--- config.mk ---
export PLATFORM = sky130hd
export DESIGN_NAME = dual_function_power_manager
export DESIGN_NICKNAME = d
export VERILOG_FILES = /design/src/hdl/pm_pkg.sv /design/src/hdl/dual_function_power_manager.sv /design/src/hdl/idle_time_filter.sv /design/src/hdl/level_edge_detect.sv
export SDC_FILE = /design/constraint.sdc
export NUM_CORES = 1
export LEC_CHECK = 0
export ABC_AREA = 1
export BUFFER_PORTS_ARGS = -buffer_cell sky130_fd_sc_hd__buf_2
export CORE_ASPECT_RATIO = 1.75
export CORE_MARGIN = 8
export CORE_UTILIZATION = 58
export DETAILED_ROUTE_END_ITERATION = 8
export PLACE_DENSITY = 0.91
export SETUP_SLACK_MARGIN = 0.2
export SYNTH_ARGS = -nofsm -noshare
export SYNTH_HDL_FRONTEND = slang
export SYNTH_HIERARCHICAL = 1
export SYNTH_SLANG_ARGS = --single-unit
--- constraint.sdc ---
create_clock -name mclk_i -period 4.7 [get_ports mclk_i]
set_clock_uncertainty 0.15 [all_clocks]
set_input_delay 1.175 -clock mclk_i [delete_from_list [all_inputs] [get_ports mclk_i]]
set_output_delay 1.175 -clock mclk_i [all_outputs]
set_load 0.02 [all_outputs]
--- src/hdl/pm_pkg.sv ---
package pm_pkg;
  // Clock rate and filter times in seconds; counts are derived so a clock change rescales them
  localparam longint unsigned CLK_HZ = 100_000_000;
  localparam longint unsigned FILT_SHORT_S = 4;
  localparam longint unsigned FILT_MID_S = 129;
  localparam longint unsigned FILT_LONG_S = 518;
  localparam longint unsigned FILT_LONG_IRQ_S = 515;
  localparam int PD_CNT_W = 36;
  localparam logic [PD_CNT_W-1:0] FILT_SHORT_CYC = PD_CNT_W'(FILT_SHORT_S * CLK_HZ);
  localparam logic [PD_CNT_W-1:0] FILT_MID_CYC = PD_CNT_W'(FILT_MID_S * CLK_HZ);
  localparam logic [PD_CNT_W-1:0] FILT_LONG_CYC = PD_CNT_W'(FILT_LONG_S * CLK_HZ);
  localparam logic [PD_CNT_W-1:0] FILT_LONG_IRQ_CYC = PD_CNT_W'(FILT_LONG_IRQ_S * CLK_HZ);
  // Filter select field encodings
  localparam logic [1:0] FILT_OFF = 2'h0;
  localparam logic [1:0] FILT_SHORT = 2'h1;
  localparam logic [1:0] FILT_MID = 2'h2;
  localparam logic [1:0] FILT_LONG = 2'h3;
  // Power management control/status layout
  localparam int PMCSR_W = 16;
  localparam int PMCSR_PME_EN = 8;
  localparam int PMCSR_PME_ST = 15;
  localparam logic [1:0] PS_CODE_D0 = 2'h0;
  localparam logic [1:0] PS_CODE_D2 = 2'h2;
  localparam logic [1:0] PS_CODE_D3 = 2'h3;
  // Channel and pin geometry
  localparam int N_CHAN = 4;
  localparam int MODEM_W = 4;
  localparam int MPP_W = 12;
  localparam int MPP_F0 = 1;
  localparam int MPP_WAKE = 2;
  localparam int MPP_PD_LO = 3;
  localparam int N_F1_PD = 9;
  localparam logic [1:0] WAKE_EDGE_RISE = 2'h0;
  localparam logic [1:0] WAKE_EDGE_FALL = 2'h1;

  typedef enum logic [1:0] {PS_D0, PS_D2, PS_D3} pwr_state_t;

  // Encode a power state for readback
  function automatic logic [1:0] ps_code(input pwr_state_t s);
    case (s)
      PS_D2: ps_code = PS_CODE_D2;
      PS_D3: ps_code = PS_CODE_D3;
      default: ps_code = PS_CODE_D0;
    endcase
  endfunction

  // Decode a written state; unsupported codes keep the current state
  function automatic pwr_state_t ps_decode(input logic [1:0] c, input pwr_state_t cur);
    case (c)
      PS_CODE_D0: ps_decode = PS_D0;
      PS_CODE_D2: ps_decode = PS_D2;
      PS_CODE_D3: ps_decode = PS_D3;
      default: ps_decode = cur;
    endcase
  endfunction
endpackage

--- src/hdl/dual_function_power_manager.sv ---
`timescale 1ns/1ns
`default_nettype none
module dual_function_power_manager #(
  parameter logic [pm_pkg::PD_CNT_W-1:0] PD_SHORT_CYC = pm_pkg::FILT_SHORT_CYC,
  parameter logic [pm_pkg::PD_CNT_W-1:0] PD_MID_CYC = pm_pkg::FILT_MID_CYC,
  parameter logic [pm_pkg::PD_CNT_W-1:0] PD_LONG_CYC = pm_pkg::FILT_LONG_CYC,
  parameter logic [pm_pkg::PD_CNT_W-1:0] PD_LONG_IRQ_CYC = pm_pkg::FILT_LONG_IRQ_CYC
) (
  input wire logic mclk_i,
  input wire logic reset_n_i,
  input wire logic clk_en_i,
  // Serial channel activity
  input wire logic [pm_pkg::N_CHAN-1:0] chan_irq_pending_i,
  input wire logic [pm_pkg::N_CHAN-1:0] chan_tx_idle_i,
  input wire logic [pm_pkg::N_CHAN-1:0] chan_rx_idle_i,
  input wire logic [pm_pkg::N_CHAN-1:0] chan_uart_irq_i,
  // Serial channel wake inputs
  input wire logic [pm_pkg::N_CHAN*pm_pkg::MODEM_W-1:0] modem_status_i,
  input wire logic [pm_pkg::N_CHAN-1:0] ring_indicator_input_n_i,
  input wire logic [pm_pkg::N_CHAN-1:0] serial_data_input_i,
  input wire logic wake_mask_wr_i,
  input wire logic [pm_pkg::N_CHAN*(pm_pkg::MODEM_W+1)-1:0] wake_mask_wdata_i,
  output logic [pm_pkg::N_CHAN*(pm_pkg::MODEM_W+1)-1:0] wake_mask_o,
  // Local control and interrupt configuration
  input wire logic [1:0] pd_filter_sel_i,
  input wire logic mpp1_irq_mask_i,
  input wire logic f1_wake_en_i,
  input wire logic [1:0] f1_wake_edge_sel_i,
  input wire logic [pm_pkg::MPP_W-1:0] multi_purpose_pin_i,
  input wire logic [pm_pkg::MPP_W-1:0] mpp_invert_i,
  input wire logic [pm_pkg::N_F1_PD-1:0] f1_pd_pin_en_i,
  input wire logic f1_pd_irq_en_i,
  input wire logic f1_irq_src_i,
  // Power management control/status writes per function
  input wire logic [1:0] pmcsr_wr_i,
  input wire logic [pm_pkg::PMCSR_W-1:0] pmcsr_wdata0_i,
  input wire logic [pm_pkg::PMCSR_W-1:0] pmcsr_wdata1_i,
  output logic [pm_pkg::PMCSR_W-1:0] pmcsr_rdata0_o,
  output logic [pm_pkg::PMCSR_W-1:0] pmcsr_rdata1_o,
  // Results
  output logic pd_status_o,
  output logic f0_irq_o,
  output logic f1_irq_o,
  output logic f1_pd_req_o,
  output logic [pm_pkg::N_CHAN-1:0] chan_clk_en_o,
  output logic f0_bar_en_o,
  output logic f1_bar_en_o,
  output logic f1_low_power_o,
  output logic pme_n_o
);
  localparam int NC = pm_pkg::N_CHAN;
  localparam int MW = pm_pkg::MODEM_W;
  localparam int EW = NC * MW + NC * 2 + 1;

  pm_pkg::pwr_state_t ps_reg [2];
  logic [1:0] pme_en_reg;
  logic [1:0] pme_st_reg;
  logic [NC*(MW+1)-1:0] wake_mask_reg;
  logic [NC-1:0] sin_wake_reg;
  logic [pm_pkg::PMCSR_W-1:0] wdata [2];
  logic [1:0] low_pwr;
  logic [1:0] wake;
  logic [1:0] w1c;

  // Image of a control/status word; reserved bits read zero
  function automatic logic [pm_pkg::PMCSR_W-1:0] pmcsr_image(input pm_pkg::pwr_state_t s,
                                                             input logic en, input logic st);
    logic [pm_pkg::PMCSR_W-1:0] v;
    v = '0;
    v[1:0] = pm_pkg::ps_code(s);
    v[pm_pkg::PMCSR_PME_EN] = en;
    v[pm_pkg::PMCSR_PME_ST] = st;
    return v;
  endfunction

  assign wdata[0] = pmcsr_wdata0_i;
  assign wdata[1] = pmcsr_wdata1_i;

  // Write-one-to-clear strobes and low-power decode
  always_comb begin
    for (int f = 0; f < 2; f++) begin
      w1c[f] = pmcsr_wr_i[f] && wdata[f][pm_pkg::PMCSR_PME_ST];
      low_pwr[f] = ps_reg[f] != pm_pkg::PS_D0;
    end
  end

  // Power state moves only on a driver write, never on its own
  always_ff @(posedge mclk_i) begin
    if (!reset_n_i) begin
      ps_reg[0] <= pm_pkg::PS_D0;
      ps_reg[1] <= pm_pkg::PS_D0;
    end else if (clk_en_i) begin
      for (int f = 0; f < 2; f++) begin
        if (pmcsr_wr_i[f]) begin
          ps_reg[f] <= pm_pkg::ps_decode(wdata[f][1:0], ps_reg[f]);
        end
      end
    end
  end

  // Wake enable bits follow driver writes
  always_ff @(posedge mclk_i) begin
    if (!reset_n_i) begin
      pme_en_reg <= '0;
    end else if (clk_en_i) begin
      for (int f = 0; f < 2; f++) begin
        if (pmcsr_wr_i[f]) begin
          pme_en_reg[f] <= wdata[f][pm_pkg::PMCSR_PME_EN];
        end
      end
    end
  end

  // Sticky wake status: a wake in the clearing cycle still sets it
  always_ff @(posedge mclk_i) begin
    if (!reset_n_i) begin
      pme_st_reg <= '0;
    end else if (clk_en_i) begin
      pme_st_reg <= (pme_st_reg & ~w1c) | wake;
    end
  end

  // Wake is a plain gate of status and enable, no filter in the path
  assign pme_n_o = ~|(pme_st_reg & pme_en_reg);
  assign pmcsr_rdata0_o = pmcsr_image(ps_reg[0], pme_en_reg[0], pme_st_reg[0]);
  assign pmcsr_rdata1_o = pmcsr_image(ps_reg[1], pme_en_reg[1], pme_st_reg[1]);

  // D2 wake masks: set bit suppresses; reset leaves every source armed
  always_ff @(posedge mclk_i) begin
    if (!reset_n_i) begin
      wake_mask_reg <= '0;
    end else if (clk_en_i && wake_mask_wr_i) begin
      wake_mask_reg <= wake_mask_wdata_i;
    end
  end
  assign wake_mask_o = wake_mask_reg;

  // One detector covers modem lines, data inputs, ring inputs and pin 2
  logic [EW-1:0] ev_level;
  logic [EW-1:0] ev_rise;
  logic [EW-1:0] ev_fall;
  assign ev_level = {multi_purpose_pin_i[pm_pkg::MPP_WAKE], ring_indicator_input_n_i,
                     serial_data_input_i, modem_status_i};

  level_edge_detect #(
    .W(EW)
  ) u_edges (
    .mclk_i(mclk_i),
    .reset_n_i(reset_n_i),
    .clk_en_i(clk_en_i),
    .level_i(ev_level),
    .rise_o(ev_rise),
    .fall_o(ev_fall)
  );

  logic [NC*MW-1:0] modem_chg;
  logic [NC-1:0] sin_chg;
  logic [NC-1:0] ri_trail;
  logic pin2_rise;
  logic pin2_fall;
  logic [NC-1:0] d2_wake;
  logic [NC-1:0] d3_wake;
  logic [NC-1:0] sin_wake;

  assign modem_chg = ev_rise[NC*MW-1:0] | ev_fall[NC*MW-1:0];
  assign sin_chg = ev_rise[NC*MW+NC-1:NC*MW] | ev_fall[NC*MW+NC-1:NC*MW];
  // Ring input is active low, so the trailing edge is its rise
  assign ri_trail = ev_rise[NC*MW+2*NC-1:NC*MW+NC];
  assign pin2_rise = ev_rise[EW-1];
  assign pin2_fall = ev_fall[EW-1];

  // Per-channel wake sources by power state
  always_comb begin
    for (int c = 0; c < NC; c++) begin
      sin_wake[c] = sin_chg[c] && !wake_mask_reg[NC*MW+c];
      d2_wake[c] = |(modem_chg[c*MW +: MW] & ~wake_mask_reg[c*MW +: MW]) || sin_wake[c];
      d3_wake[c] = ri_trail[c];
    end
  end

  // Function 0 wakes only from a low-power state; function 1 from pin 2
  always_comb begin
    case (ps_reg[0])
      pm_pkg::PS_D2: wake[0] = |d2_wake;
      pm_pkg::PS_D3: wake[0] = |d3_wake;
      default: wake[0] = 1'b0;
    endcase
    case (f1_wake_edge_sel_i)
      pm_pkg::WAKE_EDGE_RISE: wake[1] = f1_wake_en_i && pin2_rise;
      pm_pkg::WAKE_EDGE_FALL: wake[1] = f1_wake_en_i && pin2_fall;
      default: wake[1] = 1'b0;
    endcase
  end

  // Data-input wake from D2 keeps that channel clocked until back in D0
  always_ff @(posedge mclk_i) begin
    if (!reset_n_i) begin
      sin_wake_reg <= '0;
    end else if (clk_en_i) begin
      if (!low_pwr[0]) begin
        sin_wake_reg <= '0;
      end else if (ps_reg[0] == pm_pkg::PS_D2) begin
        sin_wake_reg <= sin_wake_reg | sin_wake;
      end
    end
  end

  // Channel idle means no pending interrupt and both directions idle
  logic all_idle;
  logic pd_valid;
  logic [pm_pkg::PD_CNT_W-1:0] pd_limit;
  assign all_idle = &(~chan_irq_pending_i & chan_tx_idle_i & chan_rx_idle_i);

  // Longest setting differs slightly when the interrupt is enabled
  always_comb begin
    case (pd_filter_sel_i)
      pm_pkg::FILT_SHORT: pd_limit = PD_SHORT_CYC;
      pm_pkg::FILT_MID: pd_limit = PD_MID_CYC;
      pm_pkg::FILT_LONG: pd_limit = mpp1_irq_mask_i ? PD_LONG_IRQ_CYC : PD_LONG_CYC;
      default: pd_limit = PD_SHORT_CYC;
    endcase
  end

  idle_time_filter u_filter (
    .mclk_i(mclk_i),
    .reset_n_i(reset_n_i),
    .clk_en_i(clk_en_i),
    .idle_i(all_idle),
    .sel_i(pd_filter_sel_i),
    .limit_i(pd_limit),
    .valid_o(pd_valid)
  );

  // Pin levels after the configured inversion
  logic [pm_pkg::MPP_W-1:0] mpp_act;
  logic f0_pd_src;
  logic pd_status_next;
  logic f0_irq_next;
  logic f1_pd_next;
  logic f1_irq_next;
  assign mpp_act = multi_purpose_pin_i ^ mpp_invert_i;

  // Shared status bit: pin 1 when filter off, else filtered power-down
  always_comb begin
    if (pd_filter_sel_i == pm_pkg::FILT_OFF) begin
      pd_status_next = mpp_act[pm_pkg::MPP_F0];
      f0_pd_src = mpp_act[pm_pkg::MPP_F0] && mpp1_irq_mask_i;
    end else begin
      pd_status_next = pd_valid;
      f0_pd_src = pd_valid && mpp1_irq_mask_i;
    end
    f0_irq_next = !low_pwr[0] && (|chan_uart_irq_i || f0_pd_src);
  end

  // Function 1 power-down is purely pin driven; ports add no sources
  assign f1_pd_next = |(mpp_act[pm_pkg::MPP_W-1:pm_pkg::MPP_PD_LO] & f1_pd_pin_en_i);
  assign f1_irq_next = !low_pwr[1] && (f1_irq_src_i || (f1_pd_next && f1_pd_irq_en_i));

  // Registered results; clocks stop in low power except restarted ones
  always_ff @(posedge mclk_i) begin
    if (!reset_n_i) begin
      pd_status_o <= 1'b0;
      f0_irq_o <= 1'b0;
      f1_irq_o <= 1'b0;
      f1_pd_req_o <= 1'b0;
      chan_clk_en_o <= '1;
    end else if (clk_en_i) begin
      pd_status_o <= pd_status_next;
      f0_irq_o <= f0_irq_next;
      f1_irq_o <= f1_irq_next;
      f1_pd_req_o <= f1_pd_next;
      chan_clk_en_o <= low_pwr[0] ? (sin_wake_reg | (ps_reg[0] == pm_pkg::PS_D2 ? sin_wake : '0)) : '1;
    end
  end

  // BAR gates follow state directly; configuration access is never gated
  assign f0_bar_en_o = !low_pwr[0];
  assign f1_bar_en_o = !low_pwr[1];
  assign f1_low_power_o = low_pwr[1];
endmodule
`default_nettype wire

--- src/hdl/idle_time_filter.sv ---
`timescale 1ns/1ns
`default_nettype none
module idle_time_filter (
  input wire logic mclk_i,
  input wire logic reset_n_i,
  input wire logic clk_en_i,
  input wire logic idle_i,
  input wire logic [1:0] sel_i,
  input wire logic [pm_pkg::PD_CNT_W-1:0] limit_i,
  output logic valid_o
);
  logic [pm_pkg::PD_CNT_W-1:0] cnt_reg;
  logic valid_reg;

  // Count idle cycles; any activity or a disabled filter starts over
  always_ff @(posedge mclk_i) begin
    if (!reset_n_i) begin
      cnt_reg <= '0;
      valid_reg <= 1'b0;
    end else if (clk_en_i) begin
      if (!idle_i || sel_i == pm_pkg::FILT_OFF) begin
        cnt_reg <= '0;
        valid_reg <= 1'b0;
      end else if (cnt_reg >= limit_i) begin
        valid_reg <= 1'b1;
      end else begin
        cnt_reg <= cnt_reg + 1'b1;
      end
    end
  end

  assign valid_o = valid_reg;
endmodule
`default_nettype wire

--- src/hdl/level_edge_detect.sv ---
`timescale 1ns/1ns
`default_nettype none
module level_edge_detect #(
  parameter int W = 1
) (
  input wire logic mclk_i,
  input wire logic reset_n_i,
  input wire logic clk_en_i,
  input wire logic [W-1:0] level_i,
  output logic [W-1:0] rise_o,
  output logic [W-1:0] fall_o
);
  logic [W-1:0] prev_reg;
  logic primed_reg;

  // Remember last level; edges only count once a first sample exists
  always_ff @(posedge mclk_i) begin
    if (!reset_n_i) begin
      prev_reg <= '0;
      primed_reg <= 1'b0;
    end else if (clk_en_i) begin
      prev_reg <= level_i;
      primed_reg <= 1'b1;
    end
  end

  // Edges are seen in the cycle the new level arrives
  assign rise_o = primed_reg ? (level_i & ~prev_reg) : '0;
  assign fall_o = primed_reg ? (~level_i & prev_reg) : '0;
endmodule
`default_nettype wire

==> metrics.md, run 1 <==
| Metric | Value |
|---|---|
| Status | complete, no violations |
| Remaining antenna violation count after routing | 0 |
| Drt total wl | about 21 mm |
| CP Class | in2reg |
| Maximum VDD drop | 152.7 uV |
| Hold Path Origin | f1_irq_o |
| Postcts setup bufs | 0 |
| Most frequent CP cell | nand2_1 |
| Slew HR | 35.37% |
| Area of the multi-input gates | ~4700 um2 |
| DR iter-0 viols | between 400 and 500 |
| RSZ-0062 raised after global routing | no |
| Global Route Usage Sum | 24.55% |
| Clock sinks | roughly 100 |
| Clock Tree Root | clkbuf_16 |
| Setup TNS | 0 ps |
| Layout area overhead | 12.60% |
| Die area | 17,170 um2 |
| Cells after Synth | 1,178 |
| Power Dens Cells | 240.7 nW/um2 |
| Initial antenna violation count | 0 |
| Post-route minimum period | approximately 3800 ps |
| Largest net degree at the start of global routing | 49 |
| Pleak | approximately 4 nW |
| Commonest non-fill, non-tap cell in the layout | nand2_1 |
| DPL Wire Length | roughly 17 mm |
| Reg2reg start | u_edges/primed_reg |
| Register area | between 2000 and 2500 um2 |
| Die width | between 100 and 150 um |
| Hold Crit Class | reg2reg |
| Core Util, Final | between 60% and 70% |
| Worst Path Max Fanout | between 40 and 50 |
| Clk slew on worst S/H paths | 70 ps |
| Final setup fails | 0 |
| Starting Density | roughly three fifths |
| Fmax achieved | around 270 MHz |
| Max Slew Vio Count | 0 |
| Layout cells sized above 1 | between 20% and 30% |
| Arr. time, crit path | 3850 ps |
| Slowest CP cell | nand2_4 |
| Worst Hold Margin | 312.9 ps |
| Slew @ Worst Pin | 968.1 ps |
| I/O Pins | approximately 200 |
| CTS buffer count | 9 |
| Nets | between 1,000 and 1,500 |
| Maxcap violations | 0 |
| WHS Endpoint | f1_irq_o |
| CTS tree | done |
| Number of diodes | 0 |
| Clk_lat worst skew | 350 ps |
| Fillcell total | approximately 1,100 |
| Hold buffer count at cts | 0 |
| Post-CTS sizing | 0 |
| Average cell area after synthesis | between 6 and 7 um2 |
| Max reg flops | 36 |
| FP Rows | 55 |
| Synth Cell Area | between 7000 and 8000 um2 |
| Most frequent cells in the layout | nand2_1, nor2_1, buf_2 |
| Final worst slack | 947.0 ps |
| CTS H-Tree Depth | 3 |
| Via/cell ratio | 5.194 |
| Core area | between 10,000 and 15,000 um2 |
| Reg2reg end | pme_st_reg[0] |
| Die height | 167.5 um |
| Syn. warnings | 6 |
| Final Hold Fails | 0 |
| DP Worst Slack | ~580 ps |
| PortBufs | between 150 and 200 |
| Vias in the first global route | ~7,600 |
| Critical path required time | roughly 4800 ps |
| Total number of vias | approximately 7,800 |
| Worst R2R Path Depth | 12 |
| R2R Setup Slk | around 2000 ps |
| Fin crit share | 79.85% |
| DRC | 0 |
| Clk buf depth | 2 |
| CP endpoint kind | flip-flop |
| Total power draw | just over 2 mW |
| Total grt overflow | 0 |
| Placer Congestion | a little under 1 |
| Wire per inst | 14.31 um |
| Startpoint types | primary input |
| Drt pass-1 iters | 5 |
| Global-route wire length before repair | around 34 mm |
| Worst path cell trace | buf_2 -> nand2_1 -> nor2_1 -> inv_1 -> nand2_1 -> inv_1 -> ha_1 -> nand2_1 -> nand2_1 -> nand3_1 -> nand2_1 -> a21oi_1 -> nand2_1 -> nor2_2 -> nand3_4 -> nand2_4 -> nand2_1 -> nand2_1 -> nor2_1 |
| CP peak stage delay | roughly 420 ps |
| Worst hold path depth | 2 |
## how the worst max path moves through the flow
stage,start,to,cells past startpoint
floorplan,pd_filter_sel_i[0],u_filter/cnt_reg[0],18
global placement,pd_filter_sel_i[1],u_filter/cnt_reg[12],18
detailed placement,pd_filter_sel_i[1],u_filter/cnt_reg[12],18
CTS,pd_filter_sel_i[1],u_filter/cnt_reg[33],18
global route,pd_filter_sel_i[1],u_filter/cnt_reg[15],19
finish,pd_filter_sel_i[1],u_filter/cnt_reg[15],19
## report_power, final
group | internal, mW | switching [mW]
Sequential | 0.919 | 0.0375
Clock | 0.367 | 0.356
Combinational | 0.131 | 0.250
Total | 1.42 | 0.644
## through the flow
| step | std cells | instance area [um2] |
|---|---|---|
| after detailed placement | 1477 | 8280 |
| after CTS | 1493 | 8562 |
| final | 1493 | 8562 |
| after floorplan | 1212 | 7731 |
| after global placement | 1477 | 8280 |
| after global routing | 1493 | 8562 |
## per-layer routing
metal	wire length (um)	share of wire [%]	track usage, %
met5	0	0	0
met4	1551	7.3	19.28
met3	1144	5.4	4.028
met2	11330	53	46.02
met1	7348	34	21.96
## critical path: cells and delay by family
family / cells / cell delay [ps]
buf+inv: 3 / 320
simple gates: 14 / 1900
fa+ha+maj: 1 / 310
compound gates: 1 / 140
## final cells by class
class | count | share of cell area [%]
clock inverter | 7 | 0.6576
inverter | 135 | 5.962
timing repair buffer | 157 | 9.353
multi-input combinational | 911 | 54.35
tap | 171 | 2.499
clock buffer | 9 | 2.630
sequential | 103 | 24.55
Power figures use the tool's default switching activity.
==> inputs of run 2 (changes only) <==
- ABC_AREA: 1 -> 0
- CORE_UTILIZATION: 58 -> 53
- PLACE_DENSITY: 0.91 -> 0.86
- clock period: 4.7 -> 3.6 ns (I/O delays scaled with it)
==> run 2 against run 1 <==
  * The run now ends with negative setup slack left
  * Critical endpoint is now u_filter/cnt_reg[20]
  * Core utilization grew 2.0 points
  * Worst setup slack lost 970 ps
  * Sequential cell count unchanged
  * Largest cell class unchanged
  * Design area decreased by 0.53%
  * Power up 31%
  * First-iteration DRC count decreased by 2.5%
  * Area after synthesis fell by 12%
==> metrics.md, run 2 <==
| Metric | Value |
|---|---|
| Final setup fails | 5 |
| Combinational share of power | 18.6% |
| Area of placed instances | between 7000 and 8000 um2 |
| Net Sw Frac | 29.58% |
| Worst R2R Path Depth | 11 |
| Clk slew on worst S/H paths | 70 ps |
| WHS Endpoint | sin_wake_reg[2] |
| DR iter-0 viols | 424 |
| Total grt overflow | 0 |
| Worst hold path depth | 2 |
| Remaining antenna violation count after routing | 0 |
| CP Class | in2reg |
| Layout area overhead | 27.04% |
| Slew @ Worst Pin | 984.5 ps |
| Total power draw | ~2.7 mW |
| Global-route wire length before repair | 31.99 mm |
| Worst Path Max Fanout | 4 |
| Maximum VDD drop | about 230 uV |
| Die area | around 17,000 um2 |
| Failing checks | negative setup slack |
| Maxcap violations | 0 |
| Commonest non-fill, non-tap cell in the layout | buf_2 |
| Power Dens Cells | roughly 320 nW/um2 |
| Synth Cell Area | between 6000 and 7000 um2 |
| Die width | a little over 100 um |
| Reg2reg end | u_filter/cnt_reg[20] |
| DRC | 0 |
| Largest net degree at the start of global routing | 56 |
| Arr. time, crit path | 3740 ps |
| Layout cells sized above 1 | roughly a quarter |
| Startpoint types | primary input |
| CP endpoint kind | flip-flop |
| Reg2reg start | u_filter/cnt_reg[23] |
| Critical path required time | roughly 3700 ps |
| Switching pwr | ~800 uW |
| Global Route Usage Sum | 24.12% |
| R2R Setup Slk | between 500 and 600 ps |
| Clk_lat worst skew | about 360 ps |
| Core area | roughly 12,000 um2 |
| Slew HR | 34.28% |
| Fmax achieved | 276.1 MHz |
| Drt total wl | approximately 21 mm |
| Fin crit share | 100.6% |
| Most frequent cells in the layout | buf_2, nand2_1, dfxtp_1 |
| I/O Pins | ~200 |
| Status | finished with violations |
| FP Rows | 54 |
| Die height | between 150 and 200 um |
| DPL Wire Length | roughly 15 mm |
| Pleak | about 3.8 nW |
| Placer Congestion | 0.9375 |
| Wire per inst | 17.98 um |
| RSZ-0062 raised after global routing | yes |
| Nets | about 1,200 |
| Sequential Power Share | 45.3% |
| Cells after Synth | 820 |
| Final Hold Fails | 0 |
| Hold Crit Class | reg2reg |
| Clock power frac | 36.1% |
| CTS tree | done |
| Starting Density | between 50% and 60% |
| Max Slew Vio Count | 0 |
| Drt pass-1 iters | 5 |
| Final worst slack | -21.85 ps |
| Initial antenna violation count | 0 |
| Total number of vias | 6,846 |
| CTS buffer count | 9 |
| CTS H-Tree Depth | 3 |
| Average cell area after synthesis | 8.176 um2 |
| Post-route minimum period | 3622 ps |
| Max reg flops | 36 |
| Final instance area | approximately 8500 um2 |
| Vias in the first global route | 6,750 |
| Number of diodes | 0 |
| Syn. warnings | 6 |
| Clock Tree Root | clkbuf_16 |
| Via/cell ratio | 5.802 |
| P_int | approximately 1.9 mW |
| Hold buffer count at cts | 0 |
| Clock sinks | approximately 100 |
| Clk buf depth | 2 |
| PortBufs | between 150 and 200 |
| Hold Path Origin | sin_wake_reg[2] |
## run 2: routing by layer
metal  up-vias  GRT usage, %  wire length, um
met3       107         4.474             1176
met2       312         46.70            11600
met5         -             0                0
met1      3192         22.01             7210
li1       3235             -                -
met4         0         15.81             1231
## run 2: power groups by stage
stage	clock network (mW)	logic [mW]	registers [mW]
6_report	0.972	0.502	1.22
4_1_cts	0.982	0.478	1.22
3_5_place_dp	0	0.448	1.24
2_1_floorplan	0	0.279	1.26
3_3_place_gp	0	0.435	1.24
5_1_grt	1.03	0.544	1.22
## run 2: layout make-up
class	instances	area, um2
Fill cell	997	3915
Sequential cell	103	2102
Tap cell	168	210.2
Inverter	57	219.0
Timing Repair Buffer	204	1304
Clock inverter	6	57.56
Clock buffer	10	229.0
Multi-Input combinational cell	632	4395
## run 2: critical path, cell delays in order
cell	delay, ps
buf_12	110
nand2_8	70
inv_4	40
nand2_4	60
inv_4	40
nor2b_4	150
inv_2	80
inv_2	80
ha_4	200
a21oi_2	130
o21ai_1	80
a211o_1	340
a2111oi_4	400
a21oi_4	100
buf_6	140
buf_6	120
buf_16	120
or4_1	390
o22ai_1	170
## run 2: what timing repair did
action,in CTS,in global routing
pin swaps,6,17
setup buffers,5,8
setup endpoints to repair,35,36
endpoints found under the hold margin,0,0
resized for setup,18,33
gates cloned,3,1
## run 2: worst max-delay path by stage
stage                             from                    to
global route        pd_filter_sel_i[0]  u_filter/cnt_reg[20]
global placement    pd_filter_sel_i[1]  u_filter/cnt_reg[12]
detailed placement  pd_filter_sel_i[1]  u_filter/cnt_reg[20]
CTS                 pd_filter_sel_i[0]  u_filter/cnt_reg[12]
finish              pd_filter_sel_i[0]  u_filter/cnt_reg[20]
floorplan           pd_filter_sel_i[0]  u_filter/cnt_reg[12]
## run 2: stage by stage
| stage | util, % | hold WS, ps | TNS [ps] | std cells | setup WS (ps) |
|---|---|---|---|---|---|
| floorplan | - | 283.5 | 0 | 854 | 181.9 |
| global placement | 62.74 | 291.5 | -5173 | 1148 | -224.5 |
| detailed placement | 62.74 | 307.7 | -8084 | 1148 | -313.1 |
| CTS | 66.71 | 323.0 | 0 | 1172 | 128.2 |
| global route | 68.51 | 352.6 | -1262 | 1180 | -150.8 |
| finish | 68.51 | 318.4 | -77.99 | 1180 | -21.85 |
